## config.mk

```make
export PLATFORM = sky130hd
export DESIGN_NAME = cacpw_top
export DESIGN_NICKNAME = d
export VERILOG_FILES = /design/src/rtl/cacpw_module.v /design/src/rtl/cacpw_top.v
export VERILOG_INCLUDE_DIRS = /design/src /design/src/rtl
export SDC_FILE = /design/constraint.sdc
export NUM_CORES = 1
export LEC_CHECK = 0
export BUFFER_PORTS_ARGS = -buffer_cell sky130_fd_sc_hd__buf_2
export CAP_MARGIN = 0
export CORE_UTILIZATION = 50
export DETAILED_ROUTE_END_ITERATION = 12
export PLACE_DENSITY = 0.76
export SLEW_MARGIN = 20
export SYNTH_ARGS = -nofsm -noshare
export SYNTH_HDL_FRONTEND = slang
export SYNTH_SLANG_ARGS = --single-unit
```

## constraint.sdc

```tcl
create_clock -name clk_in -period 4.9 [get_ports clk_in]
set_clock_uncertainty 0.1 [all_clocks]
set_input_delay 0.98 -clock clk_in [delete_from_list [all_inputs] [get_ports clk_in]]
set_output_delay 0.98 -clock clk_in [all_outputs]
set_load 0.01 [all_outputs]
```

## src/rtl/cacpw_defs.vh

```
`ifndef CACPW_DEFS_VH
`define CACPW_DEFS_VH
// ----------------------------------------
// Mode register field positions
// ----------------------------------------
`define CACPW_MODE_IRQ_EN 0
`define CACPW_MODE_PWM 1
`define CACPW_MODE_MATCH_EN 3
`define CACPW_MODE_COMPARE_EN 6
// ----------------------------------------
// Reset values and watchdog module index
// ----------------------------------------
`define CACPW_MODE_RESET 8'h00
`define CACPW_BYTE_RESET 8'h00
`define CACPW_COUNT_RESET 16'h0000
`define CACPW_WDOG_MODULE 4
`endif

```

## src/rtl/cacpw_module.v

```verilog
`timescale 1ns/1ps
`default_nettype none
`include "cacpw_defs.vh"
module cacpw_module #(
    parameter WDOG_CAPABLE = 0
) (
    input wire clk_in,
    input wire srst_in,
    input wire [15:0] count_in,
    input wire tick_in,
    input wire mode_wr_in,
    input wire low_wr_in,
    input wire high_wr_in,
    input wire [7:0] wdata_in,
    input wire flag_clr_in,
    input wire flag_set_in,
    input wire watchdog_enable_in,
    output wire [7:0] mode_out,
    output wire [7:0] low_out,
    output wire [7:0] high_out,
    output wire flag_out,
    output wire irq_out,
    output wire pwm_out,
    output wire wdog_hit_out
);
    reg [7:0] mode_reg;
    reg [7:0] low_reg;
    reg [7:0] high_reg;
    reg flag_reg;
    reg pwm_reg;
    wire compare_enable = mode_reg[`CACPW_MODE_COMPARE_EN];
    wire match_enable = mode_reg[`CACPW_MODE_MATCH_EN];
    wire pwm_mode = mode_reg[`CACPW_MODE_PWM] & compare_enable;
    wire match = compare_enable & match_enable & tick_in &
        (count_in == {high_reg, low_reg});
    wire wdog_on = (WDOG_CAPABLE != 0) & watchdog_enable_in; // see
    wire [7:0] next_low = count_in[7:0] + 8'h01;
    // ----------------------------------------
    // Mode, compare bytes, flag
    // ----------------------------------------
    always @(posedge clk_in) begin
        if (srst_in) begin
            mode_reg <= `CACPW_MODE_RESET;
            low_reg <= `CACPW_BYTE_RESET;
            high_reg <= `CACPW_BYTE_RESET;
            flag_reg <= 1'b0;
            pwm_reg <= 1'b0;
        end else begin
            if (mode_wr_in) begin
                mode_reg <= wdata_in;
            end else if (low_wr_in) begin
                mode_reg[`CACPW_MODE_COMPARE_EN] <= 1'b0;
            end else if (high_wr_in) begin
                mode_reg[`CACPW_MODE_COMPARE_EN] <= 1'b1;
            end
            if (low_wr_in) begin
                low_reg <= wdata_in;
            end else if (pwm_mode && tick_in && next_low == 8'h00) begin
                low_reg <= high_reg;
            end
            if (high_wr_in) begin
                high_reg <= wdata_in;
            end
            if (match || flag_set_in) begin
                flag_reg <= 1'b1;
            end else if (flag_clr_in) begin
                flag_reg <= 1'b0;
            end
            if (!pwm_mode) begin
                pwm_reg <= 1'b0;
            end else begin
                pwm_reg <= (count_in[7:0] >= low_reg); // see
            end
        end
    end
    assign mode_out = mode_reg;
    assign low_out = low_reg;
    assign high_out = high_reg;
    assign flag_out = flag_reg;
    assign irq_out = flag_reg & mode_reg[`CACPW_MODE_IRQ_EN];
    assign pwm_out = pwm_reg;
    assign wdog_hit_out = match & wdog_on;
endmodule
`default_nettype wire

```

## src/rtl/cacpw_top.v

```verilog
`timescale 1ns/1ps
`default_nettype none
`include "cacpw_defs.vh"
// Function
// Compare counter to module value when compare and match enables set
// Interrupt requested only when event flag and module interrupt enable both set
// Writing compare low byte clears compare enable
// Writing compare high byte sets compare enable
// Compare enable stays directly writable through mode register
// Software writes low byte first then high byte
// Software loads nonzero compare value before enabling comparison
// PWM modules share counter frequency, each with own duty byte
// PWM output low below duty byte, high at or above
// Duty byte reloads from high byte when counter low byte wraps
// PWM active only with PWM select and compare enable set
// Only module four can be watchdog, other modes still available
// Watchdog match generates internal reset
// Internal reset never drives external reset pin
// Clearing watchdog enable disables reset, setting re-enables it
// Software changes compare or counter periodically to avoid reset
// Event flag set by hardware on match, cleared by software
// Counter counts only while run bit set
// Counter increments per tick, wrapping from all ones to zero
module cacpw_top #(
    parameter NUM_MODULES = 5
) (
    input wire clk_in,
    input wire srst_in,
    input wire tick_in,
    input wire counter_run_in,
    input wire count_wr_low_in,
    input wire count_wr_high_in,
    input wire watchdog_enable_in,
    input wire [NUM_MODULES-1:0] mode_wr_in,
    input wire [NUM_MODULES-1:0] low_wr_in,
    input wire [NUM_MODULES-1:0] high_wr_in,
    input wire [NUM_MODULES-1:0] flag_clr_in,
    input wire [NUM_MODULES-1:0] flag_set_in,
    input wire [7:0] wdata_in,
    output wire [15:0] count_out,
    output wire [8*NUM_MODULES-1:0] mode_out,
    output wire [8*NUM_MODULES-1:0] low_out,
    output wire [8*NUM_MODULES-1:0] high_out,
    output wire [NUM_MODULES-1:0] module_event_flag_out,
    output wire [NUM_MODULES-1:0] irq_out,
    output wire [NUM_MODULES-1:0] pwm_out,
    output wire internal_reset_out,
    output wire rst_pin_oe_out
);
    reg [15:0] count_reg;
    reg wdog_reset_reg;
    wire run_tick = tick_in & counter_run_in;
    wire [NUM_MODULES-1:0] hit;
    // ----------------------------------------
    // Shared counter
    // ----------------------------------------
    always @(posedge clk_in) begin
        if (srst_in) begin
            count_reg <= `CACPW_COUNT_RESET;
            wdog_reset_reg <= 1'b0;
        end else begin
            if (count_wr_low_in) begin
                count_reg[7:0] <= wdata_in;
            end else if (count_wr_high_in) begin
                count_reg[15:8] <= wdata_in;
            end else if (run_tick) begin
                count_reg <= count_reg + 16'h0001;
            end
            wdog_reset_reg <= |hit;
        end
    end
    // ----------------------------------------
    // Compare modules
    // ----------------------------------------
    genvar i;
    generate
        for (i = 0; i < NUM_MODULES; i = i + 1) begin : g_mod
            cacpw_module #(
                .WDOG_CAPABLE(i == `CACPW_WDOG_MODULE)
            ) u_mod (
                .clk_in(clk_in),
                .srst_in(srst_in),
                .count_in(count_reg),
                .tick_in(run_tick),
                .mode_wr_in(mode_wr_in[i]),
                .low_wr_in(low_wr_in[i]),
                .high_wr_in(high_wr_in[i]),
                .wdata_in(wdata_in),
                .flag_clr_in(flag_clr_in[i]),
                .flag_set_in(flag_set_in[i]),
                .watchdog_enable_in(watchdog_enable_in),
                .mode_out(mode_out[8*i+7:8*i]),
                .low_out(low_out[8*i+7:8*i]),
                .high_out(high_out[8*i+7:8*i]),
                .flag_out(module_event_flag_out[i]),
                .irq_out(irq_out[i]),
                .pwm_out(pwm_out[i]),
                .wdog_hit_out(hit[i])
            );
        end
    endgenerate
    assign count_out = count_reg;
    assign internal_reset_out = wdog_reset_reg;
    assign rst_pin_oe_out = 1'b0;
endmodule
`default_nettype wire

```

# Word level (Yosys, flattened, before mapping)
# Index checks and enable logic that the tools add are counted.
# word_totals
ff_bits,147
inputBits,40
output_inout_bits,153
elab_cells,158
# classes
n_addsub,2
magnitude_cmp,5
n_eq_ne,6
mux,39
bitwise,33
reduce_logical,40
# ops
op,count
8-bit two-way mux,13
16-bit equality test,5
8-bit greater-or-equal comparator,5
1-bit bitwise AND,27
1-bit two-way mux,25
2-bit nonzero test,12
16-bit by 1-bit adder with 16-bit output (second input constant),1
16-bit two-way mux,1
3-bit nonzero test,5
1-bit logical AND,10
2-bit OR reduction,5
8-bit by 1-bit adder with 8-bit output (second input constant),1
8-bit logical NOT,1
1-bit inverter,6
1-bit logical OR,5
2-bit AND reduction,2
2-bit != test (second input constant),1

# Logic depth before layout (Yosys ltp)
# Gate-level depths: netlist (run 1).
# logic_depth
word_depth,5
ltp_mapped,9
ltp_nobuf,7

# Hierarchy
# Synthesis (run 1) repeated with hierarchy kept, for this count alone.
# hier_totals
hier_cells,866
hier_area_um2,7843.8
# by_module_without_submodules
module,instances,cells_each,area_per_inst_um2,seq_area_each_um2
cacpw_module (g_mod[0].u_mod ...),4,145,1348.8,520.5
cacpw_module (g_mod[4].u_mod),1,145,1350.0,520.5
cacpw_top,1,141,1098.6,340.3

# Worst setup path before layout (run 1)
# Ideal clock, no wire load.
# synth_timing
kind,register to register
from,"register count_reg[1], in the netlist count_out[1]"
to,register g_mod[0].u_mod.low_reg[0]
setup_ns,0.095
t_arrival_ns,2.192
required_time_ns,4.705
slack_ns,2.513
path_stages_with_launch,10
n_path_buf,3
synth_period_minus_slack_ns,2.387
path_cell_list,dfxtp_1 > ha_1 > buf_6 > a211o_1 > a211oi_4 > or2_1 > buf_6 > buf_8 > a41oi_1 > a221oi_1
# synth_via
elab_chain_len,4
# synth_lines
element,line,source
from (decl),cacpw_top.v:50,reg [15:0] count_reg;
from (signal assigned),cacpw_top.v:59,count_reg <= `CACPW_COUNT_RESET;
from (signal assigned),cacpw_top.v:63,count_reg[7:0] <= wdata_in;
from (signal assigned),cacpw_top.v:67,count_reg <= count_reg + 16'h0001;
8-bit by 1-bit adder with 8-bit output,cacpw_module.v:37,wire [7:0] next_low = count_in[7:0] + 8'h01;
8-bit logical NOT,cacpw_module.v:58,end else if (pwm_mode && tick_in && next_low == 8'h00) begin
1-bit logical AND,cacpw_module.v:58,
2-bit nonzero test (no line),n/a,
to (signal assigned),cacpw_module.v:44,low_reg <= `CACPW_BYTE_RESET;
to (signal assigned),cacpw_module.v:57,low_reg <= wdata_in;
to (signal assigned),cacpw_module.v:59,low_reg <= high_reg;
to (decl),cacpw_module.v:27,reg [7:0] low_reg;
# No other way between the ends.
# A chain may end at the register's enable or synchronous reset.

# Final worst setup path (run 1)
# layout_timing
from,"register count_reg[1], in the netlist count_out[1]"
to,register g_mod[3].u_mod.low_reg[3]
# layout_via
elab_chain_len,4
# layout_lines
element,line
8-bit by 1-bit adder with 8-bit output,cacpw_module.v:37
8-bit logical NOT,cacpw_module.v:58
1-bit logical AND,cacpw_module.v:58
2-bit nonzero test (no line),n/a
to (signal assigned),cacpw_module.v:44
to (signal assigned),cacpw_module.v:57
to (signal assigned),cacpw_module.v:59
to (decl),cacpw_module.v:27
# No other way between the ends.

==> flow_metrics.env, run 1 <==
export IMPL_cts_root_buf="clkbuf_16"
export IMPL_wl_per_cell_um=20.4
export IMPL_coreArea_um2=15200
export IMPL_hold_ws_ps=385
export IMPL_std_cell_rows=45
export IMPL_cts_made_buffers=17
export IMPL_track_usage_pct=30.9
export IMPL_arrival_ps=3410
export IMPL_powerDensity_nw_per_um2=339
export IMPL_io_buffers=191
export IMPL_cp_max_fo=32
export IMPL_final_core_util_pct=59.9
export IMPL_final_common_cell="buf_2"
export IMPL_overflow=0
export IMPL_drtAntennaViolNets=0
export IMPL_wirelength_mm=24.7
export IMPL_dr_pass1_iters=6
export IMPL_holdPathEnd="g_mod[0].u_mod.low_out[7]"
export IMPL_grt_pass1_vias=6606
export IMPL_cap_violations=0
export IMPL_r2r_end="g_mod[3].u_mod.low_out[3]"
export IMPL_chipWidth_um=127
export IMPL_switchingPower_mw=0.914
export IMPL_cts_htree_levels=4
export IMPL_die_area_um2=16100
export IMPL_path_class="reg -> reg"
export IMPL_reg2regPathDepth=6
export IMPL_synthCells=879
export IMPL_internal_power_mw=2.17
export IMPL_place_ws_ps=1520
export IMPL_worstMarginPinSlew_ps=1100
export IMPL_swShare_pct=29.7
export IMPL_cts_tree="yes"
export IMPL_cts_sinks=147
export IMPL_route_detailed_drc=0
export IMPL_hp_start="g_mod[0].u_mod.low_out[7]"
export IMPL_ys_warn_count=0
export IMPL_post_route_period_util_pct=65.0
export IMPL_synth_flop_cell="dfxtp_1"
export IMPL_die_h_um=127
export IMPL_synth_seq_cells=147
export IMPL_start_util_pct=51.3
export IMPL_outcome="completed"
export IMPL_cts_hold_buf=0
export IMPL_synth_nets=960
export IMPL_synth_edf_count=0
export IMPL_hpwl_mm=17.6
export IMPL_cts_resized_gates=0
export IMPL_min_path_type="reg -> reg"
export IMPL_worst_slack_ps=1710
export IMPL_cts_buffer_depth=2
export IMPL_slew_headroom_pct=26.7
export IMPL_critPathLaunchType="register"
export IMPL_nNetsFinal=1090
export IMPL_final_cell_mix="190 x buf_2, 147 x dfxtp_1, 111 x nor2_1, 86 x mux2i_1, 60 x inv_1"
export IMPL_p_comb_share_pct=16.5
export IMPL_synthArstFlopShare_pct=0
export IMPL_clock_latency_ps=430
export IMPL_clockPowerShare_pct=38.7
export IMPL_vias_per_cell=6.08
export IMPL_r2r_start="count_out[1]"
export IMPL_antenna_cells=0
export IMPL_fin_crit_ps=3190
export IMPL_cp_end_kind="register"
export IMPL_dp_cells=1178
export IMPL_synth_area_um2=7790
export IMPL_drt_iter0_markers=734
export IMPL_ff2ff_setup_slack_ps=1710
export IMPL_cts_setup_buffers=0
export IMPL_grt_pass1_wl_mm=38.1
export IMPL_via_count=7355
export IMPL_grt_max_degree=90
export IMPL_antenna_found_initial=0
export IMPL_area_growth_pct=16.8
export IMPL_avgSynthCellArea_um2=8.87
export IMPL_slew_violations=0
export IMPL_synth_cell_type_count=53
export IMPL_gp_congestion=0.907
export IMPL_leakage_nw=4.40
export IMPL_clk_pin_slew_worst_paths_ps=60
export IMPL_hold_depth=2
export IMPL_max_freq_mhz=314
export IMPL_tns_ps=0
export IMPL_ys_seq_area_share_pct=37.8
export IMPL_rsz0062_at_grt="no"
export IMPL_vdd_ir_drop_max_mv=0.278
export IMPL_seqPwrFrac_pct=44.9
export IMPL_drive_gt1_share_pct=22.5
export IMPL_io_pins=193
export IMPL_crit_required_ps=5130
export IMPL_hold_violations=0
export IMPL_finalNonFillerCells=1210
export IMPL_setup_violations=0
## kinds of logic after synthesis
logic type | synth area share (%)
buffers and inverters | 8.48
AOI/OAI and AO/OA | 16.0
other | 0.0481
DFF | 37.8
xor gates and xnor gates | 5.28
muxes | 11.3
and+or+nand+nor | 14.5
adders and majority gates | 6.58
## power groups by stage
| stage | sequential, mW | combinational, mW | clock (mW) |
|---|---|---|---|
| CTS | 1.38 | 0.502 | 1.20 |
| floorplan | 1.39 | 0.333 | 0 |
| global route | 1.39 | 0.562 | 1.25 |
| global placement | 1.40 | 0.487 | 0 |
| finish | 1.38 | 0.507 | 1.19 |
| detailed placement | 1.40 | 0.498 | 0 |
## cell type report
class / instances / area [um^2]
clock buffers: 24 / 482
fillers: 1356 / 6100
flip-flops and latches: 147 / 2940
repair buffers: 193 / 973
clock inverters: 8 / 52.6
inverters: 60 / 225
well taps: 188 / 235
multi-input cells: 590 / 4190
## state kept, by name, indices dropped and copies added (netlist names)
signal and cells:
g_mod.u_mod.high_out 40, g_mod.u_mod.low_out 40, g_mod.u_mod.mode_out 40, count_out 16, g_mod.u_mod.flag_out 5, g_mod.u_mod.pwm_out 5, internal_reset_out 1
## critical path: stages (launching register included)
cell and delay, ps:
dfxtp_1 700, ha_1 440, nand4_1 190, a211oi_4 470, or2_2 620, a41oi_1 240, a221oi_1 330
## cell usage after synthesis (all sizes together), types with 2 or more instances
cell	number	share of area, %
dfxtp	147	38
nor2	111	5.3
mux2i	86	11
inv	60	2.9
clkbuf	54	2.6
nand2	50	2.4
ha	41	6.6
a221oi	33	3.7
a41oi	33	3.7
a21oi	32	2.1
buf	27	2.8
xnor2	26	2.9
nand3	23	1.5
xor2	21	2.4
a211oi	19	2.0
nand4	14	1.1
a21o	13	1.3
nor3	13	0.83
nor4	10	0.80
and2	9	0.74
a31oi	8	0.64
nor2b	7	0.56
o21ai	7	0.45
a211o	6	0.67
nand2b	4	0.32
o2111ai	4	0.45
and3	2	0.16
and4	2	0.22
mux2	2	0.29
## layer usage
metal | track usage [%] | wire length [um] | vias up
met4 | 15.4 | 1060 | 0
met3 | 7.42 | 2290 | 82
met2 | 45.4 | 10700 | 437
met1 | 42.4 | 10600 | 3461
met5 | 0 | 0 | -
li1 | - | - | 3375
## metrics by stage
| stage | power, mW | area [um^2] |
|---|---|---|
| after global routing | 3.20 | 9100 |
| final | 3.08 | 9100 |
| after detailed placement | 1.90 | 8570 |
| after CTS | 3.07 | 9100 |
| after global placement | 1.89 | 8570 |
| after floorplan | 1.72 | 7790 |
## worst max path at each step
stage / from / end / slack (ps) / depth (start not counted)
after floorplan: count_out[1] / g_mod[0].u_mod.low_out[0] / 2510 / 9
after global placement: count_out[1] / g_mod[3].u_mod.low_out[7] / 1560 / 6
after detailed placement: count_out[1] / g_mod[3].u_mod.low_out[3] / 1520 / 6
after CTS: count_out[1] / g_mod[3].u_mod.low_out[3] / 1440 / 6
after global routing: count_out[1] / g_mod[3].u_mod.low_out[2] / 1560 / 6
final: count_out[1] / g_mod[3].u_mod.low_out[3] / 1710 / 6
(Power assumes the default switching activity.)
==> run 2: changes to the inputs <==
==> constraint.sdc (replaced) <==
create_clock -name clk_in -period 3.3 [get_ports clk_in]
set_clock_uncertainty 0.1 [all_clocks]
set_input_delay 0.66 -clock clk_in [delete_from_list [all_inputs] [get_ports clk_in]]
set_output_delay 0.66 -clock clk_in [all_outputs]
set_load 0.01 [all_outputs]
==> run 2 against run 1 <==
- total power up 52%
- largest cell class unchanged
- sequential power up 49%
- hold slack worse by 9.6 ps
- wire length down 2.0%
- first-iteration DRC count up 2.2%
- global-route usage down 0.66 points
- non-clock buffer count up 5
- sequential share of layout area down 0.30 points
- critical endpoint is now g_mod[2].u_mod.low_out[4]
==> flow_metrics.env, run 2 (synthesis results as in run 1) <==
export IMPL_post_route_period_util_pct=83.1
export IMPL_drt_iter0_markers=750
export IMPL_crit_required_ps=3510
export IMPL_vdd_ir_drop_max_mv=0.323
export IMPL_cts_resized_gates=0
export IMPL_outcome="completed"
export IMPL_area_growth_pct=17.8
export IMPL_grt_max_degree=65
export IMPL_drtAntennaViolNets=0
export IMPL_wirelength_mm=24.2
export IMPL_clk_pin_slew_worst_paths_ps=60
export IMPL_rsz0062_at_grt="no"
export IMPL_cpLargestDelayFamily="compound AO/OA/AOI/OAI gates"
export IMPL_cts_setup_buffers=0
export IMPL_final_design_area_no_fill_um2=9190
export IMPL_cts_root_buf="clkbuf_16"
export IMPL_antenna_cells=0
export IMPL_setup_violations=0
export IMPL_arrival_ps=2960
export IMPL_slowest_stage="dfxtp_1"
export IMPL_max_freq_mhz=365
export IMPL_start_util_pct=51.3
export IMPL_track_usage_pct=30.3
export IMPL_wl_per_cell_um=20.0
export IMPL_fillers=1360
export IMPL_antenna_found_initial=0
export IMPL_nNetsFinal=1095
export IMPL_path_class="reg -> reg"
export IMPL_cpPeakStageDelay_ps=630
export IMPL_cp_max_fo=19
export IMPL_drive_gt1_share_pct=22.7
export IMPL_io_pins=193
export IMPL_cts_hold_buf=0
export IMPL_chipWidth_um=127
export IMPL_hpwl_mm=17.5
export IMPL_powerDensity_nw_per_um2=510
export IMPL_grt_pass1_vias=6497
export IMPL_final_common_cell="buf_2"
export IMPL_cts_htree_levels=4
export IMPL_cp_end_kind="register"
export IMPL_io_buffers=191
export IMPL_cts_made_buffers=17
export IMPL_slew_headroom_pct=47.8
export IMPL_worstMarginPinSlew_ps=782
export IMPL_vias_per_cell=5.98
export IMPL_route_detailed_drc=0
export IMPL_fin_crit_ps=2740
export IMPL_min_path_type="in -> reg"
export IMPL_overflow=0
export IMPL_leakage_nw=4.45
export IMPL_final_cell_mix="190 x buf_2, 147 x dfxtp_1, 111 x nor2_1, 86 x mux2i_1, 60 x inv_1"
export IMPL_clock_latency_ps=420
export IMPL_crit_buf_inv=1
export IMPL_hold_violations=0
export IMPL_tns_ps=0
export IMPL_die_area_um2=16100
export IMPL_cts_sinks=147
export IMPL_grt_pass1_wl_mm=37.2
export IMPL_die_h_um=127
export IMPL_cts_buffer_depth=2
export IMPL_critPathLaunchType="register"
export IMPL_dr_pass1_iters=5
export IMPL_place_area_um2=8620
export IMPL_coreArea_um2=15200
export IMPL_via_count=7250
export IMPL_cts_tree="yes"
export IMPL_slew_violations=0
export IMPL_gp_congestion=0.946
export IMPL_std_cell_rows=45
export IMPL_cap_violations=0
export IMPL_worstPathCellList="ha_1 -> nand4_1 -> a211oi_4 -> or2_1 -> buf_4 -> a41oi_1 -> a221oi_1"
-- run 2: area by class of cell --
type / instances / area [um^2] / share of cell area, %
multi-input cells: 590 / 4190 / 45.6
flip-flops and latches: 147 / 2940 / 32.0
repair buffers: 198 / 1020 / 11.1
clock buffers: 22 / 464 / 5.05
well taps: 188 / 235 / 2.56
inverters: 60 / 225 / 2.45
clock inverters: 8 / 104 / 1.13
-- run 2: report_power, final --
part | internal [mW] | total (mW) | switching, mW | leakage (nW)
Sequential | 1.89 | 2.05 | 0.159 | 1.22
Combinational | 0.321 | 0.764 | 0.443 | 2.96
Clock | 1.15 | 1.88 | 0.731 | 0.276
-- run 2: path summary, 6_finish.rpt --
path | from | endpoint | cells past startpoint | slack, ps
setup / recovery | count_out[1] | g_mod[2].u_mod.low_out[4] | 7 | 560
hold / removal | flag_set_in[3] | g_mod[3].u_mod.flag_out | 3 | 380
setup reg to reg | count_out[1] | g_mod[2].u_mod.low_out[4] | 7 | 560
hold reg to reg | g_mod[3].u_mod.low_out[6] | g_mod[3].u_mod.low_out[6] | 2 | 390
-- run 2: per-stage QoR --
| step | hold slack [ps] | std cells | power (mW) | utilization, % | setup slack (ps) |
|---|---|---|---|---|---|
| detailed placement | 379 | 1183 | 2.83 | 56.7 | 593 |
| CTS | 365 | 1213 | 4.70 | 60.4 | 586 |
| global placement | 369 | 1183 | 2.81 | 56.7 | 769 |
| floorplan | 401 | 879 | 2.56 | - | 913 |
| global route | 370 | 1213 | 4.88 | 60.4 | 374 |
| finish | 375 | 1213 | 4.69 | 60.4 | 558 |
-- run 2: worst register-to-register path: cells and delay by family (launching register included) --
kind / cells / cell delay (ps)
AOI/OAI and AO/OA: 3 / 920
DFF: 1 / 630
adders and majority gates: 1 / 400
and+or+nand+nor: 2 / 360
buffers and inverters: 1 / 230
-- run 2: layer usage --
| layer | track usage [%] | vias up | share of wire (%) |
|---|---|---|---|
| li1 | - | 3394 | - |
| met1 | 41.4 | 3405 | 43 |
| met2 | 45.3 | 395 | 44 |
| met3 | 7.51 | 56 | 9.3 |
| met4 | 13.0 | 0 | 3.3 |
| met5 | 0 | - | 0 |
